[src/rtl/cdt_pkg.sv]
// Package: register map, field layout and codes of the cascadable dual timer
package cdt_pkg;
  localparam int ADDR_W   = 4;
  localparam int DATA_W   = 8;
  localparam int NUM_TAPS = 7;
  localparam int ST_W     = 3;

  // Register indices
  localparam logic [3:0] REG_CTL_LO = 4'h0;
  localparam logic [3:0] REG_CTL_HI = 4'h1;
  localparam logic [3:0] REG_PER_LO = 4'h2;
  localparam logic [3:0] REG_PER_HI = 4'h3;
  localparam logic [3:0] REG_WID_LO = 4'h4;
  localparam logic [3:0] REG_WID_HI = 4'h5;
  localparam logic [3:0] REG_AUX    = 4'h6;
  localparam logic [3:0] REG_STAT   = 4'h7;
  localparam logic [3:0] REG_MASK   = 4'h8;
  localparam logic [3:0] REG_CNT_LO = 4'h9;
  localparam logic [3:0] REG_CNT_HI = 4'hA;

  // Control register fields
  localparam int CTL_MODE_LSB = 0;
  localparam int CTL_RUN_BIT  = 3;
  localparam int CTL_CK_LSB   = 4;
  localparam int CTL_FF_BIT   = 7;
  localparam int AUX_REDIR_BIT = 0;

  // Status and mask bits
  localparam int ST_MATCH_LO = 0;
  localparam int ST_MATCH_HI = 1;
  localparam int ST_ILLEGAL  = 2;

  // Reset values
  localparam logic [7:0]      CTL_RST  = 8'h00;
  localparam logic [7:0]      PER_RST  = 8'hFF;
  localparam logic [7:0]      WID_RST  = 8'h00;
  localparam logic [7:0]      AUX_RST  = 8'h00;
  localparam logic [ST_W-1:0] STAT_RST = 3'h0;
  localparam logic [ST_W-1:0] MASK_RST = 3'h0;

  // Mode codes
  localparam logic [2:0] MODE_TIMER   = 3'h0;
  localparam logic [2:0] MODE_PDO     = 3'h1;
  localparam logic [2:0] MODE_PWM8    = 3'h2;
  localparam logic [2:0] MODE_CASC_LO = 3'h3;
  localparam logic [2:0] MODE_T16     = 3'h4;
  localparam logic [2:0] MODE_WARM    = 3'h5;
  localparam logic [2:0] MODE_PWM16   = 3'h6;
  localparam logic [2:0] MODE_PPG16   = 3'h7;

  // Clock-select codes
  localparam logic [2:0] CK_TAP0 = 3'h0;
  localparam logic [2:0] CK_TAP3 = 3'h3;
  localparam logic [2:0] CK_FS   = 3'h4;
  localparam logic [2:0] CK_FC2  = 3'h5;
  localparam logic [2:0] CK_FC   = 3'h6;
  localparam logic [2:0] CK_PIN  = 3'h7;
endpackage

[src/rtl/cdt_count8.sv]
// One 8-bit up-counter stage with clear and carry
`timescale 1ns/10ps
module cdt_count8 (
  // Clock and reset
  input  wire logic       clk_sys,
  input  wire logic       rst_b,
  // Control
  input  wire logic       inc,
  input  wire logic       clr,
  // Status
  output logic [7:0]      cnt,
  output logic            carry
);
  logic [7:0] cnt_q;
  logic [7:0] cnt_d;

  // Clear beats increment so a match restarts from zero
  assign cnt_d = clr ? 8'h00 : (inc ? cnt_q + 8'h01 : cnt_q);
  assign carry = inc & (cnt_q == 8'hFF);
  assign cnt   = cnt_q;

  always_ff @(posedge clk_sys or negedge rst_b) begin
    if (!rst_b) begin
      cnt_q <= 8'h00;
    end else begin
      cnt_q <= cnt_d;
    end
  end
endmodule

[src/rtl/cdt_timer_top.sv]
// Cascadable dual 8-bit timer with register port, legality checks and interrupt
//
// Overview of operation
// RL1 - Each counter: control, period, width registers
// RL2 - Software keeps lower fields stable while running
// RL3 - Stop write keeps lower mode, clock select
// RL4 - Stop write keeps upper mode, clock, flip-flop
// RL5 - Cascade needs lower mode 011
// RL6 - Cascade: lower clock select, upper run/flip-flop
// RL7 - Upper mode 1xx clocks on lower overflow
// RL8 - Redirect bit set suppresses upper pin pulses
// RL9 - Slow/sleep: fc only for warm-up
// RL10 - Normal modes: legal taps per mode
// RL11 - Slow modes: slowest tap, fc warm-up, pin
// RL12 - Software keeps 8-bit period, width in range
// RL13 - 16-bit timer period 1 to 65535
// RL14 - Warm-up period 256 to 65535; code matches multiples of 256 only
// RL15 - 16-bit width 2 to 65534
// RL16 - PROGRAMMABLE_PULSE_MODE width plus one below period
// RL17 - Timer match: interrupt, clear, continue counting
// RL18 - Event counter counts pin falling edges
// RL19 - Illegal source at start is refused, flagged
//
// The plain strobed port and the address map were left to the implementer.
`timescale 1ns/10ps
module cdt_timer_top (
  // Clock and reset
  input  wire logic                         clk_sys,
  input  wire logic                         rst_b,
  // Register port
  input  wire logic [cdt_pkg::ADDR_W-1:0]   reg_addr,
  input  wire logic [cdt_pkg::DATA_W-1:0]   reg_wdata,
  input  wire logic                         reg_wr,
  input  wire logic                         reg_rd,
  output logic      [cdt_pkg::DATA_W-1:0]   reg_rdata,
  // Power mode and clock taps
  input  wire logic                         slow_power_mode,
  input  wire logic [cdt_pkg::NUM_TAPS-1:0] src_tick,
  input  wire logic                         upper_pin_in,
  // Outputs
  output logic                              lower_timer_out,
  output logic                              upper_timer_out,
  output logic                              irq
);
  import cdt_pkg::*;

  logic [7:0]      ctl_q [2];
  logic [7:0]      per_q [2];
  logic [7:0]      wid_q [2];
  logic [7:0]      cnt [2];
  logic [7:0]      cnt_nx [2];
  logic [2:0]      mode [2];
  logic [2:0]      ck [2];
  logic [1:0]      run;
  logic [1:0]      go;
  logic [1:0]      ok_now;
  logic [1:0]      inc;
  logic [1:0]      clr;
  logic [1:0]      carry;
  logic [1:0]      match8;
  logic [1:0]      ctl_wr;
  logic [1:0]      start_bad;
  logic [7:0]      aux_q;
  logic [ST_W-1:0] stat_q;
  logic [ST_W-1:0] stat_d;
  logic [ST_W-1:0] mask_q;
  logic [ST_W-1:0] ev;
  logic [7:0]      rdata_q;
  logic [7:0]      rd_mux;
  logic [7:0]      taps;
  logic            pin_q;
  logic            pin_fall;
  logic            casc;
  logic            m16;
  logic [15:0]     c16;
  logic [15:0]     c16_nx;
  logic [15:0]     tgt16;
  logic [15:0]     w16;
  logic            wave_lo;
  logic            wave_hi;
  logic            out_lo_q;
  logic            out_hi_q;

  // Source clock legality per mode and power mode
  function automatic logic legal_src(input logic [2:0] md, input logic [2:0] cs,
                                     input logic slow, input logic up);
    logic r;
    r = 1'b0;
    case (md)
      MODE_TIMER: begin
        if (cs == CK_PIN) begin
          r = up; // RL10 RL11
        end else begin
          r = slow ? (cs == CK_TAP0) : (cs <= CK_TAP3); // RL10 RL11
        end
      end
      MODE_PDO, MODE_PPG16: begin
        r = slow ? (cs == CK_TAP0) : (cs <= CK_TAP3); // RL10 RL11
      end
      MODE_T16: begin
        r = (cs == CK_PIN) || (slow ? (cs == CK_TAP0) : (cs <= CK_TAP3)); // RL10 RL11
      end
      MODE_PWM8, MODE_PWM16: begin
        r = slow ? (cs == CK_TAP0 || cs == CK_FS) : (cs <= CK_FC2);
      end
      MODE_WARM: begin
        r = slow ? (cs == CK_FC) : (cs == CK_FS); // RL9 RL10 RL11
      end
      MODE_CASC_LO: begin
        // Lower half of a cascade only; the upper counter has no such mode
        r = !up; // RL19
      end
      default: begin
        r = 1'b0;
      end
    endcase
    // 16-bit modes exist on the upper counter only
    if (md[2] && !up) begin
      r = 1'b0; // RL19
    end
    return r;
  endfunction

  // Field decode
  genvar gi;
  generate
    for (gi = 0; gi < 2; gi++) begin : g_fld
      assign mode[gi]   = ctl_q[gi][CTL_MODE_LSB +: 3];
      assign ck[gi]     = ctl_q[gi][CTL_CK_LSB +: 3];
      assign run[gi]    = ctl_q[gi][CTL_RUN_BIT];
      assign cnt_nx[gi] = cnt[gi] + 8'h01;
    end
  endgenerate

  assign casc     = (mode[0] == MODE_CASC_LO) && mode[1][2]; // RL5
  assign pin_fall = pin_q & ~upper_pin_in; // RL18
  assign taps     = {pin_fall, src_tick};

  // Cascade takes start control from the upper run bit
  assign go[0] = casc ? run[1] : (run[0] && (mode[0] != MODE_CASC_LO)); // RL6
  assign go[1] = run[1]; // RL6

  // Sources re-checked every cycle, so a power-mode change cannot feed an unlisted clock
  assign ok_now[1] = legal_src(mode[1], mode[1][2] ? ck[0] : ck[1], slow_power_mode, 1'b1); // RL19
  assign ok_now[0] = casc ? ok_now[1] : legal_src(mode[0], ck[0], slow_power_mode, 1'b0); // RL19

  assign inc[0] = go[0] & ok_now[0] & taps[ck[0]]; // RL6
  assign inc[1] = go[1] & ok_now[1] & (mode[1][2] ? carry[0] : taps[ck[1]]); // RL7

  // 8-bit match in timer, event and divider modes
  generate
    for (gi = 0; gi < 2; gi++) begin : g_m8
      assign match8[gi] = inc[gi] && !mode[gi][2] && (mode[gi] != MODE_PWM8) &&
                          (mode[gi] != MODE_CASC_LO) && (cnt_nx[gi] == per_q[gi]); // RL17
    end
  endgenerate

  // Warm-up compares only the upper byte of the period
  assign c16    = {cnt[1], cnt[0]};
  assign c16_nx = c16 + 16'h0001;
  assign w16    = {wid_q[1], wid_q[0]};
  assign tgt16  = (mode[1] == MODE_WARM) ? {per_q[1], 8'h00} : {per_q[1], per_q[0]};
  assign m16    = casc && inc[0] && (mode[1] != MODE_PWM16) && (c16_nx == tgt16);

  assign clr[0] = casc ? m16 : match8[0]; // RL17
  assign clr[1] = casc ? m16 : match8[1]; // RL17

  generate
    for (gi = 0; gi < 2; gi++) begin : g_cnt
      cdt_count8 u_cnt (
        .clk_sys (clk_sys),
        .rst_b   (rst_b),
        .inc     (inc[gi]),
        .clr     (clr[gi]),
        .cnt     (cnt[gi]),
        .carry   (carry[gi])
      );
    end
  endgenerate

  // Interrupt events
  assign ev[ST_MATCH_LO] = !casc && (match8[0] || (mode[0] == MODE_PWM8 && carry[0])); // RL17
  assign ev[ST_MATCH_HI] = casc ? (m16 || (mode[1] == MODE_PWM16 && carry[1]))
                                : (match8[1] || (mode[1] == MODE_PWM8 && carry[1])); // RL17
  assign ev[ST_ILLEGAL]  = |start_bad; // RL19

  // Waveforms; in cascade the upper flip-flop drives the pin
  assign wave_lo = (mode[0] == MODE_PDO)  ? ~ctl_q[0][CTL_FF_BIT] :
                   (mode[0] == MODE_PWM8) ? ctl_q[0][CTL_FF_BIT] ^ (cnt[0] < wid_q[0]) :
                                            ctl_q[0][CTL_FF_BIT];
  assign wave_hi = (mode[1] == MODE_PDO)   ? ~ctl_q[1][CTL_FF_BIT] :
                   (mode[1] == MODE_PWM8)  ? ctl_q[1][CTL_FF_BIT] ^ (cnt[1] < wid_q[1]) :
                   (mode[1] == MODE_PWM16) ? ctl_q[1][CTL_FF_BIT] ^ (c16 < w16) :
                   (mode[1] == MODE_PPG16) ? ctl_q[1][CTL_FF_BIT] ^ (c16 >= w16) :
                                             ctl_q[1][CTL_FF_BIT]; // RL6

  // Register port decode
  generate
    for (gi = 0; gi < 2; gi++) begin : g_reg
      logic [2:0] chk_ck;
      assign ctl_wr[gi]    = reg_wr && (reg_addr == (gi == 0 ? REG_CTL_LO : REG_CTL_HI));
      assign chk_ck        = (gi == 1 && reg_wdata[CTL_MODE_LSB + 2]) ? ck[0]
                                                                      : reg_wdata[CTL_CK_LSB +: 3];
      assign start_bad[gi] = ctl_wr[gi] && reg_wdata[CTL_RUN_BIT] && !run[gi] &&
                             !legal_src(reg_wdata[CTL_MODE_LSB +: 3], chk_ck,
                                        slow_power_mode, gi == 1); // RL19

      // Fields stored as written, less the run bit on an illegal start; stable fields while running are up to software
      always_ff @(posedge clk_sys or negedge rst_b) begin
        if (!rst_b) begin
          ctl_q[gi] <= CTL_RST;
        end else if (ctl_wr[gi]) begin
          ctl_q[gi] <= start_bad[gi] ? (reg_wdata & ~(8'h01 << CTL_RUN_BIT)) : reg_wdata; // RL1 RL19 RL3 RL4
        end else if (match8[gi] && mode[gi] == MODE_PDO) begin
          ctl_q[gi][CTL_FF_BIT] <= ~ctl_q[gi][CTL_FF_BIT];
        end
      end

      always_ff @(posedge clk_sys or negedge rst_b) begin
        if (!rst_b) begin
          per_q[gi] <= PER_RST;
          wid_q[gi] <= WID_RST;
        end else begin
          if (reg_wr && reg_addr == (gi == 0 ? REG_PER_LO : REG_PER_HI)) begin
            per_q[gi] <= reg_wdata; // RL1
          end
          if (reg_wr && reg_addr == (gi == 0 ? REG_WID_LO : REG_WID_HI)) begin
            wid_q[gi] <= reg_wdata; // RL1
          end
        end
      end
    end
  endgenerate

  // Reading status clears it, but a same-cycle event still lands
  assign stat_d = (stat_q & ~((reg_rd && reg_addr == REG_STAT) ? {ST_W{1'b1}} : {ST_W{1'b0}})) | ev;

  assign rd_mux = (reg_addr == REG_CTL_LO) ? ctl_q[0] :
                  (reg_addr == REG_CTL_HI) ? ctl_q[1] :
                  (reg_addr == REG_PER_LO) ? per_q[0] :
                  (reg_addr == REG_PER_HI) ? per_q[1] :
                  (reg_addr == REG_WID_LO) ? wid_q[0] :
                  (reg_addr == REG_WID_HI) ? wid_q[1] :
                  (reg_addr == REG_AUX)    ? aux_q :
                  (reg_addr == REG_STAT)   ? {5'h00, stat_q} :
                  (reg_addr == REG_MASK)   ? {5'h00, mask_q} :
                  (reg_addr == REG_CNT_LO) ? cnt[0] :
                  (reg_addr == REG_CNT_HI) ? cnt[1] : 8'h00;

  always_ff @(posedge clk_sys or negedge rst_b) begin
    if (!rst_b) begin
      aux_q    <= AUX_RST;
      mask_q   <= MASK_RST;
      stat_q   <= STAT_RST;
      rdata_q  <= 8'h00;
      pin_q    <= 1'b1;
      out_lo_q <= 1'b0;
      out_hi_q <= 1'b0;
    end else begin
      if (reg_wr && reg_addr == REG_AUX) begin
        aux_q <= reg_wdata;
      end
      if (reg_wr && reg_addr == REG_MASK) begin
        mask_q <= reg_wdata[ST_W-1:0];
      end
      stat_q   <= stat_d;
      rdata_q  <= reg_rd ? rd_mux : 8'h00;
      pin_q    <= upper_pin_in;
      out_lo_q <= wave_lo;
      out_hi_q <= aux_q[AUX_REDIR_BIT] ? 1'b0 : wave_hi; // RL8
    end
  end

  assign reg_rdata       = rdata_q;
  assign lower_timer_out = out_lo_q;
  assign upper_timer_out = out_hi_q;
  assign irq             = |(stat_q & mask_q);
endmodule

[config.mk]
export PLATFORM = sky130hd
export DESIGN_NAME = cdt_timer_top
export DESIGN_NICKNAME = d
export VERILOG_FILES = /design/src/rtl/cdt_pkg.sv /design/src/rtl/cdt_count8.sv /design/src/rtl/cdt_timer_top.sv
export SDC_FILE = /design/constraint.sdc
export NUM_CORES = 1
export LEC_CHECK = 0
export ABC_AREA = 1
export BUFFER_PORTS_ARGS = -buffer_cell sky130_fd_sc_hd__buf_2
export CAP_MARGIN = 40
export CORE_ASPECT_RATIO = 1.25
export CORE_UTILIZATION = 35
export DETAILED_ROUTE_END_ITERATION = 8
export PLACE_DENSITY_LB_ADDON = 0.25
export SYNTH_ARGS = -nofsm -noshare
export SYNTH_HDL_FRONTEND = slang
export SYNTH_SLANG_ARGS = --single-unit
[constraint.sdc]
create_clock -name clk_sys -period 2.85 [get_ports clk_sys]
set_clock_uncertainty 0.2 [all_clocks]
set_input_delay 0.1425 -clock clk_sys [delete_from_list [all_inputs] [get_ports clk_sys]]
set_output_delay 0.1425 -clock clk_sys [all_outputs]
set_load 0.01 [all_outputs]
# ---- Yosys cells after proc, flatten, opt, wreduce, memory -nomap -nowiden
# Index checks and enable logic that the tools add are counted.
dict set report classes {
  add_sub_neg 3
  magnitude_cmp 14
  eq_ne 53
  n_mux 65
  n_bitwise 18
  n_reduce_logical 72
}
# operator count
set ops {}
lappend ops {{2-to-1 mux 8 bit} 17}
lappend ops {{equality test 3 bit (second input constant)} 24}
lappend ops {{2-to-1 mux 1 bit} 37}
lappend ops {{logical AND 1 bit} 34}
lappend ops {{one-hot mux 1 bit (6 select lines)} 4}
lappend ops {{zero test 3 bit} 7}
lappend ops {{equality test 3 x 2 -> 1 bit (second input constant)} 6}
lappend ops {{adder 16 x 1 -> 16 bit (second input constant)} 1}
lappend ops {{adder 8 x 1 -> 8 bit (second input constant)} 2}
lappend ops {{equality test 16 bit} 1}
lappend ops {{equality test 4 x 3 -> 1 bit (second input constant)} 4}
lappend ops {{equality test 8 bit} 2}
lappend ops {{equality test 8 bit (second input constant)} 2}
lappend ops {{greater-or-equal comparator 16 bit} 1}
lappend ops {{less-than comparator 16 bit} 1}
lappend ops {{less-than comparator 8 bit} 2}
lappend ops {{OR reduction 2 bit} 7}
lappend ops {{equality test 4 bit (second input constant)} 3}
lappend ops {{less-or-equal comparator 3 x 2 -> 1 bit (second input constant)} 4}
lappend ops {{less-or-equal comparator 3 bit (second input constant)} 4}
lappend ops {{inequality test 3 x 2 -> 1 bit (second input constant)} 4}
lappend ops {{logical OR 1 bit} 11}
lappend ops {{equality test 3 x 1 -> 1 bit (second input constant)} 3}
lappend ops {{2-to-1 mux 3 bit} 3}
lappend ops {{16 further kinds} 41}
dict set report totals {
  reg_bits 89
  inputBits 25
  output_inout_bits 11
  word_cells 242
}

# ---- Longest topological paths before layout
dict set report depth {
  ltp_word 18
  ltp_mapped 18
  ltp_nobuf 18
}

# ---- By module
# A second synthesis with hierarchy kept.
dict set report unflattened {
  cells_unflattened 955
  area_unflattened_um2 6517.5
}
# module instances cells_each area_each_um2 seq_area_each_um2
set by_module_without_submodules {}
lappend by_module_without_submodules {cdt_timer_top 1 849 5674.2 1848.0}
lappend by_module_without_submodules {cdt_count8 2 53 421.7 200.2}

# ---- Least setup slack after synthesis
# Ideal clock, no wire load.
dict set report synth_timing {
  path_kind {register to register}
  from {reg g_cnt[0].u_cnt.cnt_q[0]}
  to {reg g_cnt[0].u_cnt.cnt_q[0]}
  arrival_time_ns 1.897
  path_slack_ns 0.630
  stages_incl_launch_ff 15
  period_less_slack_ns 2.220
  cell_sequence {dfrtp_1 ha_1 nand2_1 nor2_1 nand2_1 o21ai_1 nand2_1 nand2_1 nand3_1 o21ai_1 nand2_1 nor2_1 nand3_2 nand2_2 a21oi_1}
}
dict set report synth_via {
  elab_chain_cells 5
  elab_cells_between_ends 10
}
# element line_no
set synth_rtl {}
lappend synth_rtl {{from (decl)} cdt_count8.sv:14} ;# logic [7:0] cnt_q;
lappend synth_rtl {{from (signal assigned)} cdt_count8.sv:26} ;# cnt_q <= cnt_d;
lappend synth_rtl {{adder 16 x 1 -> 16 bit or adder 8 x 1 -> 8 bit (tied branches)} {cdt_timer_top.sv:160, cdt_count8.sv:18, cdt_timer_top.sv:131}}
lappend synth_rtl {{equality test 16 bit or equality test 8 bit (tied branches)} {cdt_timer_top.sv:163, cdt_timer_top.sv:154}}
lappend synth_rtl {{logical AND 1 bit (on tied branches)} {cdt_timer_top.sv:163, cdt_timer_top.sv:154}}
lappend synth_rtl {{2-to-1 mux 1 bit} cdt_timer_top.sv:165} ;# assign clr[0] = casc ? m16 : match8[0];
lappend synth_rtl {{2-to-1 mux 8 bit or nonzero test 2 bit (tied branches)} n/a}
# Parallel ways exist; a longest one is shown, timed or not. The select of a mux whose other input is x is not followed.
# A chain may end at the register's enable or synchronous reset.

# ---- Worst setup path in the final report
dict set report layout_timing {
  from {reg ctl_q[2] (netlist bit)}
  to {reg g_cnt[1].u_cnt.cnt_q[3]}
}
dict set report layout_via {
  elab_chain_cells 17
  elab_cells_between_ends 49
}
# element line_no
set layout_rtl {}
lappend layout_rtl {{from (decl)} cdt_timer_top.sv:47} ;# logic [7:0] ctl_q [2];
lappend layout_rtl {{from (signal, indexed assignment)} cdt_timer_top.sv:213} ;# ctl_q[gi] <= start_bad[gi] ? (reg_wdata & ~(8'h01 << CTL_RUN_BIT)) : reg_wdata;
lappend layout_rtl {{from (signal, indexed assignment)} cdt_timer_top.sv:215} ;# ctl_q[gi][CTL_FF_BIT] <= ~ctl_q[gi][CTL_FF_BIT];
lappend layout_rtl {{2-to-1 mux 3 bit} cdt_timer_top.sv:144} ;# assign ok_now[1] = legal_src(mode[1], mode[1][2] ? ck[0] : ck[1], slow_power_mode, 1'b1);
lappend layout_rtl {{less-or-equal comparator 3 x 2 -> 1 bit (tied with other cells)} {cdt_timer_top.sv:94, cdt_timer_top.sv:98, cdt_timer_top.sv:101}}
lappend layout_rtl {{2-to-1 mux 1 bit or logical OR 1 bit (tied branches)} n/a}
lappend layout_rtl {{2-to-1 mux 1 bit (tied with other cells)} cdt_timer_top.sv:91} ;# if (cs == CK_PIN) begin
lappend layout_rtl {{one-hot mux 1 bit (6 select lines)} cdt_timer_top.sv:89} ;# case (md)
lappend layout_rtl {{2-to-1 mux 1 bit} cdt_timer_top.sv:145} ;# assign ok_now[0] = casc ? ok_now[1] : legal_src(mode[0], ck[0], slow_power_mode, 1'b0);
lappend layout_rtl {{bitwise AND 1 bit (2 in a row)} cdt_timer_top.sv:147} ;# assign inc[0] = go[0] & ok_now[0] & taps[ck[0]];
lappend layout_rtl {{bitwise AND 1 bit} cdt_count8.sv:19} ;# assign carry = inc & (cnt_q == 8'hFF);
lappend layout_rtl {{2-to-1 mux 1 bit} cdt_timer_top.sv:148} ;# assign inc[1] = go[1] & ok_now[1] & (mode[1][2] ? carry[0] : taps[ck[1]]);
lappend layout_rtl {{bitwise AND 1 bit} cdt_timer_top.sv:148}
lappend layout_rtl {{logical AND 1 bit (3 in a row)} cdt_timer_top.sv:153} ;# assign match8[gi] = inc[gi] && !mode[gi][2] && (mode[gi] != MODE_PWM8) &&
lappend layout_rtl {{logical AND 1 bit} cdt_timer_top.sv:154} ;# (mode[gi] != MODE_CASC_LO) && (cnt_nx[gi] == per_q[gi]);
lappend layout_rtl {{2-to-1 mux 1 bit} cdt_timer_top.sv:166} ;# assign clr[1] = casc ? m16 : match8[1];
lappend layout_rtl {{2-to-1 mux 8 bit or nonzero test 2 bit (tied branches)} n/a}
lappend layout_rtl {{to (signal assigned)} cdt_count8.sv:26}
lappend layout_rtl {{to (decl)} cdt_count8.sv:14}
# Parallel ways exist; a longest one is shown, timed or not.

==> results.yml <==
placement:
  gp_congestion: 0.976
  port_buffers: 35
  hpwl_mm: 15.7
timing:
  finalSetupTns_ns: 0
  finalMaxSlewViolations: 0
  hold_violations: 0
  min_period_ns: 2.63
  period_share_pct: 92.3
  fmax_mhz: 380
  maxSlewHeadroom_pct: 66.2
  worstMarginPinSlew_ns: 0.507
  rsz0062_at_grt: "false"
  setup_viol_count_final: 0
critical_path:
  cp-end-kind: "flop"
  slowest_delay_ns: 0.53
  start_kind: "flop"
  cp_max_fo: 13
  path_class: "reg2reg"
  crit_chain: "inv_4 -> nand2_1 -> nand2_1 -> nand2_1 -> nand2_1 -> nand2_1 -> nand2_1 -> nand2_1 -> nand3_2 -> nand2_2 -> nor2_1 -> nand2_1 -> inv_1 -> nand2_1 -> or2_2 -> a21oi_1"
  slowest_stage: "dfrtp_2"
  cpMostUsedCell: "nand2_1"
  r2r_end: "g_cnt[1].u_cnt.cnt[3]"
  worstPathArrival_ns: 2.71
  reg2regPathDepth: 16
  rr_startpoint: "ctl_q[2]"
  worstPathRequired_ns: 2.93
  regToRegSetupSlack_ns: 0.22
synthesis:
  synth.avg_cell_area_um2: 6.88
  synthFlopType: "dfrtp_1"
  ys_ff_latch: 89
  synth_top_family_by_area: "simple AND/OR/NAND/NOR gates"
  synth.distinct_cells: 39
  synth-simple-area-share_pct: 30.1
  yosysWarnings: 0
  synth_compound_area_share_pct: 16.7
  netlist_instances: 880
  async_reset_ff_share_pct: 100
  synth_xor_area_share_pct: 3.18
  ys_seq_area_share_pct: 37.1
  syn_area_um2: 6060
  synthAdderAreaFrac_pct: 3.92
  syn-num-nets: 924
  synth_edf_count: 0
  synthMuxAreaShare_pct: 0
floorplan:
  die_area_um2: 17800
  pin_count: 36
  die-height_um: 149
  fp-row-count: 53
  die_w_um: 120
  coreArea_um2: 16800
  start_util_pct: 36.0
min_path:
  hold_class: "in2reg"
  holdCritStartpoint: "reg_wr"
  hold_depth: 3
  min_to: "mask_q[1]"
drt:
  routed_wl_mm: 20.3
  antenna_left: 0
  routed-via-count: 6146
  viasPerCell: 5.25
  route.detailed.drc: 0
  first_iter_violations: 432
  wl_per_cell_um: 17.3
  drtPass1Iterations: 5
layout:
  syn_to_final_growth_pct: 16.5
  multi_input_comb_area_um2: 3280
  antenna_cells: 0
  most-common-layout-cells: "259 x nand2_1, 114 x inv_1, 88 x o21ai_0"
  regArea_um2: 2250
  final_util_pct: 41.9
  drive_gt1_share_pct: 12.8
  final_common_cell: "nand2_1"
  fillers: 1804
  fin_nets: 990
power:
  p_leak_uw: 0.00343
  cellPowerDensity_nw_per_um2: 699
  vdd_ir_drop_max_uv: 305
  swShare_pct: 40.3
  comb_power_share_pct: 35.8
  p_sw_uw: 1990
  seqPwrFrac_pct: 38.2
  p_int_uw: 2940
  clkPwrFrac_pct: 26.0
clock_tree:
  clockRootBuffer: "clkbuf_16"
  htree_levels: 3
  clk_path_buf_depth: 2
  cts_tree: "done"
  clk_pin_slew_ns: 0.07
  clk_latency_ns: 0.36
  postCtsSetupBuffers: 0
  cts_buffers: 9
  cts.sink_count: 89
global_route:
  grt_overflow: 0
  grt_usage_pct: 23.9
  grt_first_pass_wirelength_mm: 32.3
  antenna_found_initial: 0
  first_global_vias: 5889
  grt_max_degree: 55
outcome:
  status: "finished clean"
run:
  max-cap-violations: 0
[cells in the mapped netlist, types with 3 or more instances]
cell type  instances  area (µm²)
dfstp_2           17         447
o22ai_1            6        37.5
o21ai_0           88         440
a31oi_1            3        18.8
xor2_1            14         123
o211ai_1           7        52.6
a221oi_1           4        35.0
inv_1            114         428
buf_6              4        45.0
nand4_1           17         106
clkbuf_1          11        41.3
or2_2              7        43.8
nand2_2            7        43.8
nor3_1            15        75.1
ha_1              19         238
nand2_1          259         972
nor4_1             4        25.0
inv_2              6        22.5
nand3_1           40         200
nand3b_1           5        37.5
o2111ai_1          5        43.8
xnor2_1            8        70.1
nor2_1            70         263
dfrtp_1           72        1800
a21oi_1           58         290
nand3_2            3        30.0
[worst max-delay path, delay by kind of cell (launching register included)]
kind / cells / cell delay, ns
AOI/OAI and AO/OA: 1 / 0.12
buffers and inverters: 2 / 0.25
DFF: 1 / 0.53
and+or+nand+nor: 13 / 1.45
[registers in the layout, summed over array words and instances (netlist names)]
name             flops
aux_q                8
ck                   6
ctl_q               10
g_cnt.u_cnt.cnt     16
lower_timer_out      1
mask_q               3
per_q               16
pin_q                1
reg_rdata            8
stat_q               3
upper_timer_out      1
w16                 16
[through the flow]
stage / cells / power (µW) / area (µm²) / setup slack (ns) / hold WS, ns
after floorplan: 880 / 2970 / 6060 / 0.630 / -0.353
after global placement: 1144 / 3600 / 6620 / 0.0886 / -0.0562
after detailed placement: 1144 / 3620 / 6620 / 0.0689 / -0.0550
after CTS: 1171 / 4930 / 7040 / 0.0512 / 0.0356
after global routing: 1171 / 5260 / 7060 / 0.00373 / 0.0768
final: 1171 / 4930 / 7060 / 0.220 / 0.0459
[how the worst max path moves through the flow]
stage / from / endpoint / slack [ns] / cells after the start
3_3_place_gp: ctl_q[2] / g_cnt[1].u_cnt.cnt[7] / 0.09 / 15
5_1_grt: ctl_q[2] / g_cnt[1].u_cnt.cnt[3] / 0.004 / 16
6_report: ctl_q[2] / g_cnt[1].u_cnt.cnt[3] / 0.22 / 16
3_5_place_dp: ctl_q[2] / g_cnt[1].u_cnt.cnt[2] / 0.07 / 16
4_1_cts: ctl_q[2] / g_cnt[1].u_cnt.cnt[2] / 0.05 / 16
2_1_floorplan: g_cnt[0].u_cnt.cnt[0] / g_cnt[0].u_cnt.cnt[0] / 0.63 / 14
[power groups by stage]
stage	Combinational, µW	Clock [µW]	Sequential (µW)
CTS	1750	1310	1870
detailed placement	1730	0	1890
floorplan	1200	0	1780
global placement	1710	0	1890
global route	2000	1350	1910
finish	1770	1280	1890
[final cells by class]
cell class	instances	share of cell area (%)
sequential	89	31.9
tap	220	3.90
inverter	120	6.42
clock inverter	5	0.868
timing repair buffer	71	6.91
multi-input combinational	655	46.5
clock buffer	11	3.58
[cell families after synthesis]
kind of cell | Yosys count
and+or+nand+nor | 431
AOI/OAI and AO/OA | 183
buffers and inverters | 136
DFF | 89
xor gates and xnor gates | 22
adders and majority gates | 19
[per-layer routing]
metal	GRT usage, %	share of wire (%)	routed length, µm	up-vias
li1	-	-	-	3022
met3	3.17	4.1	826	61
met4	15.1	5.6	1140	0
met1	31.4	45	9140	2867
met2	37.0	45	9190	196
met5	0	0	0	-
[timing repair]
item | CTS | global route
hold endpoints to repair | 56 | 0
endpoints found under the setup margin | 0 | 19
gates resized for setup | 0 | 4
hold buffers | 11 | 0
Power figures use the tool's default switching activity.
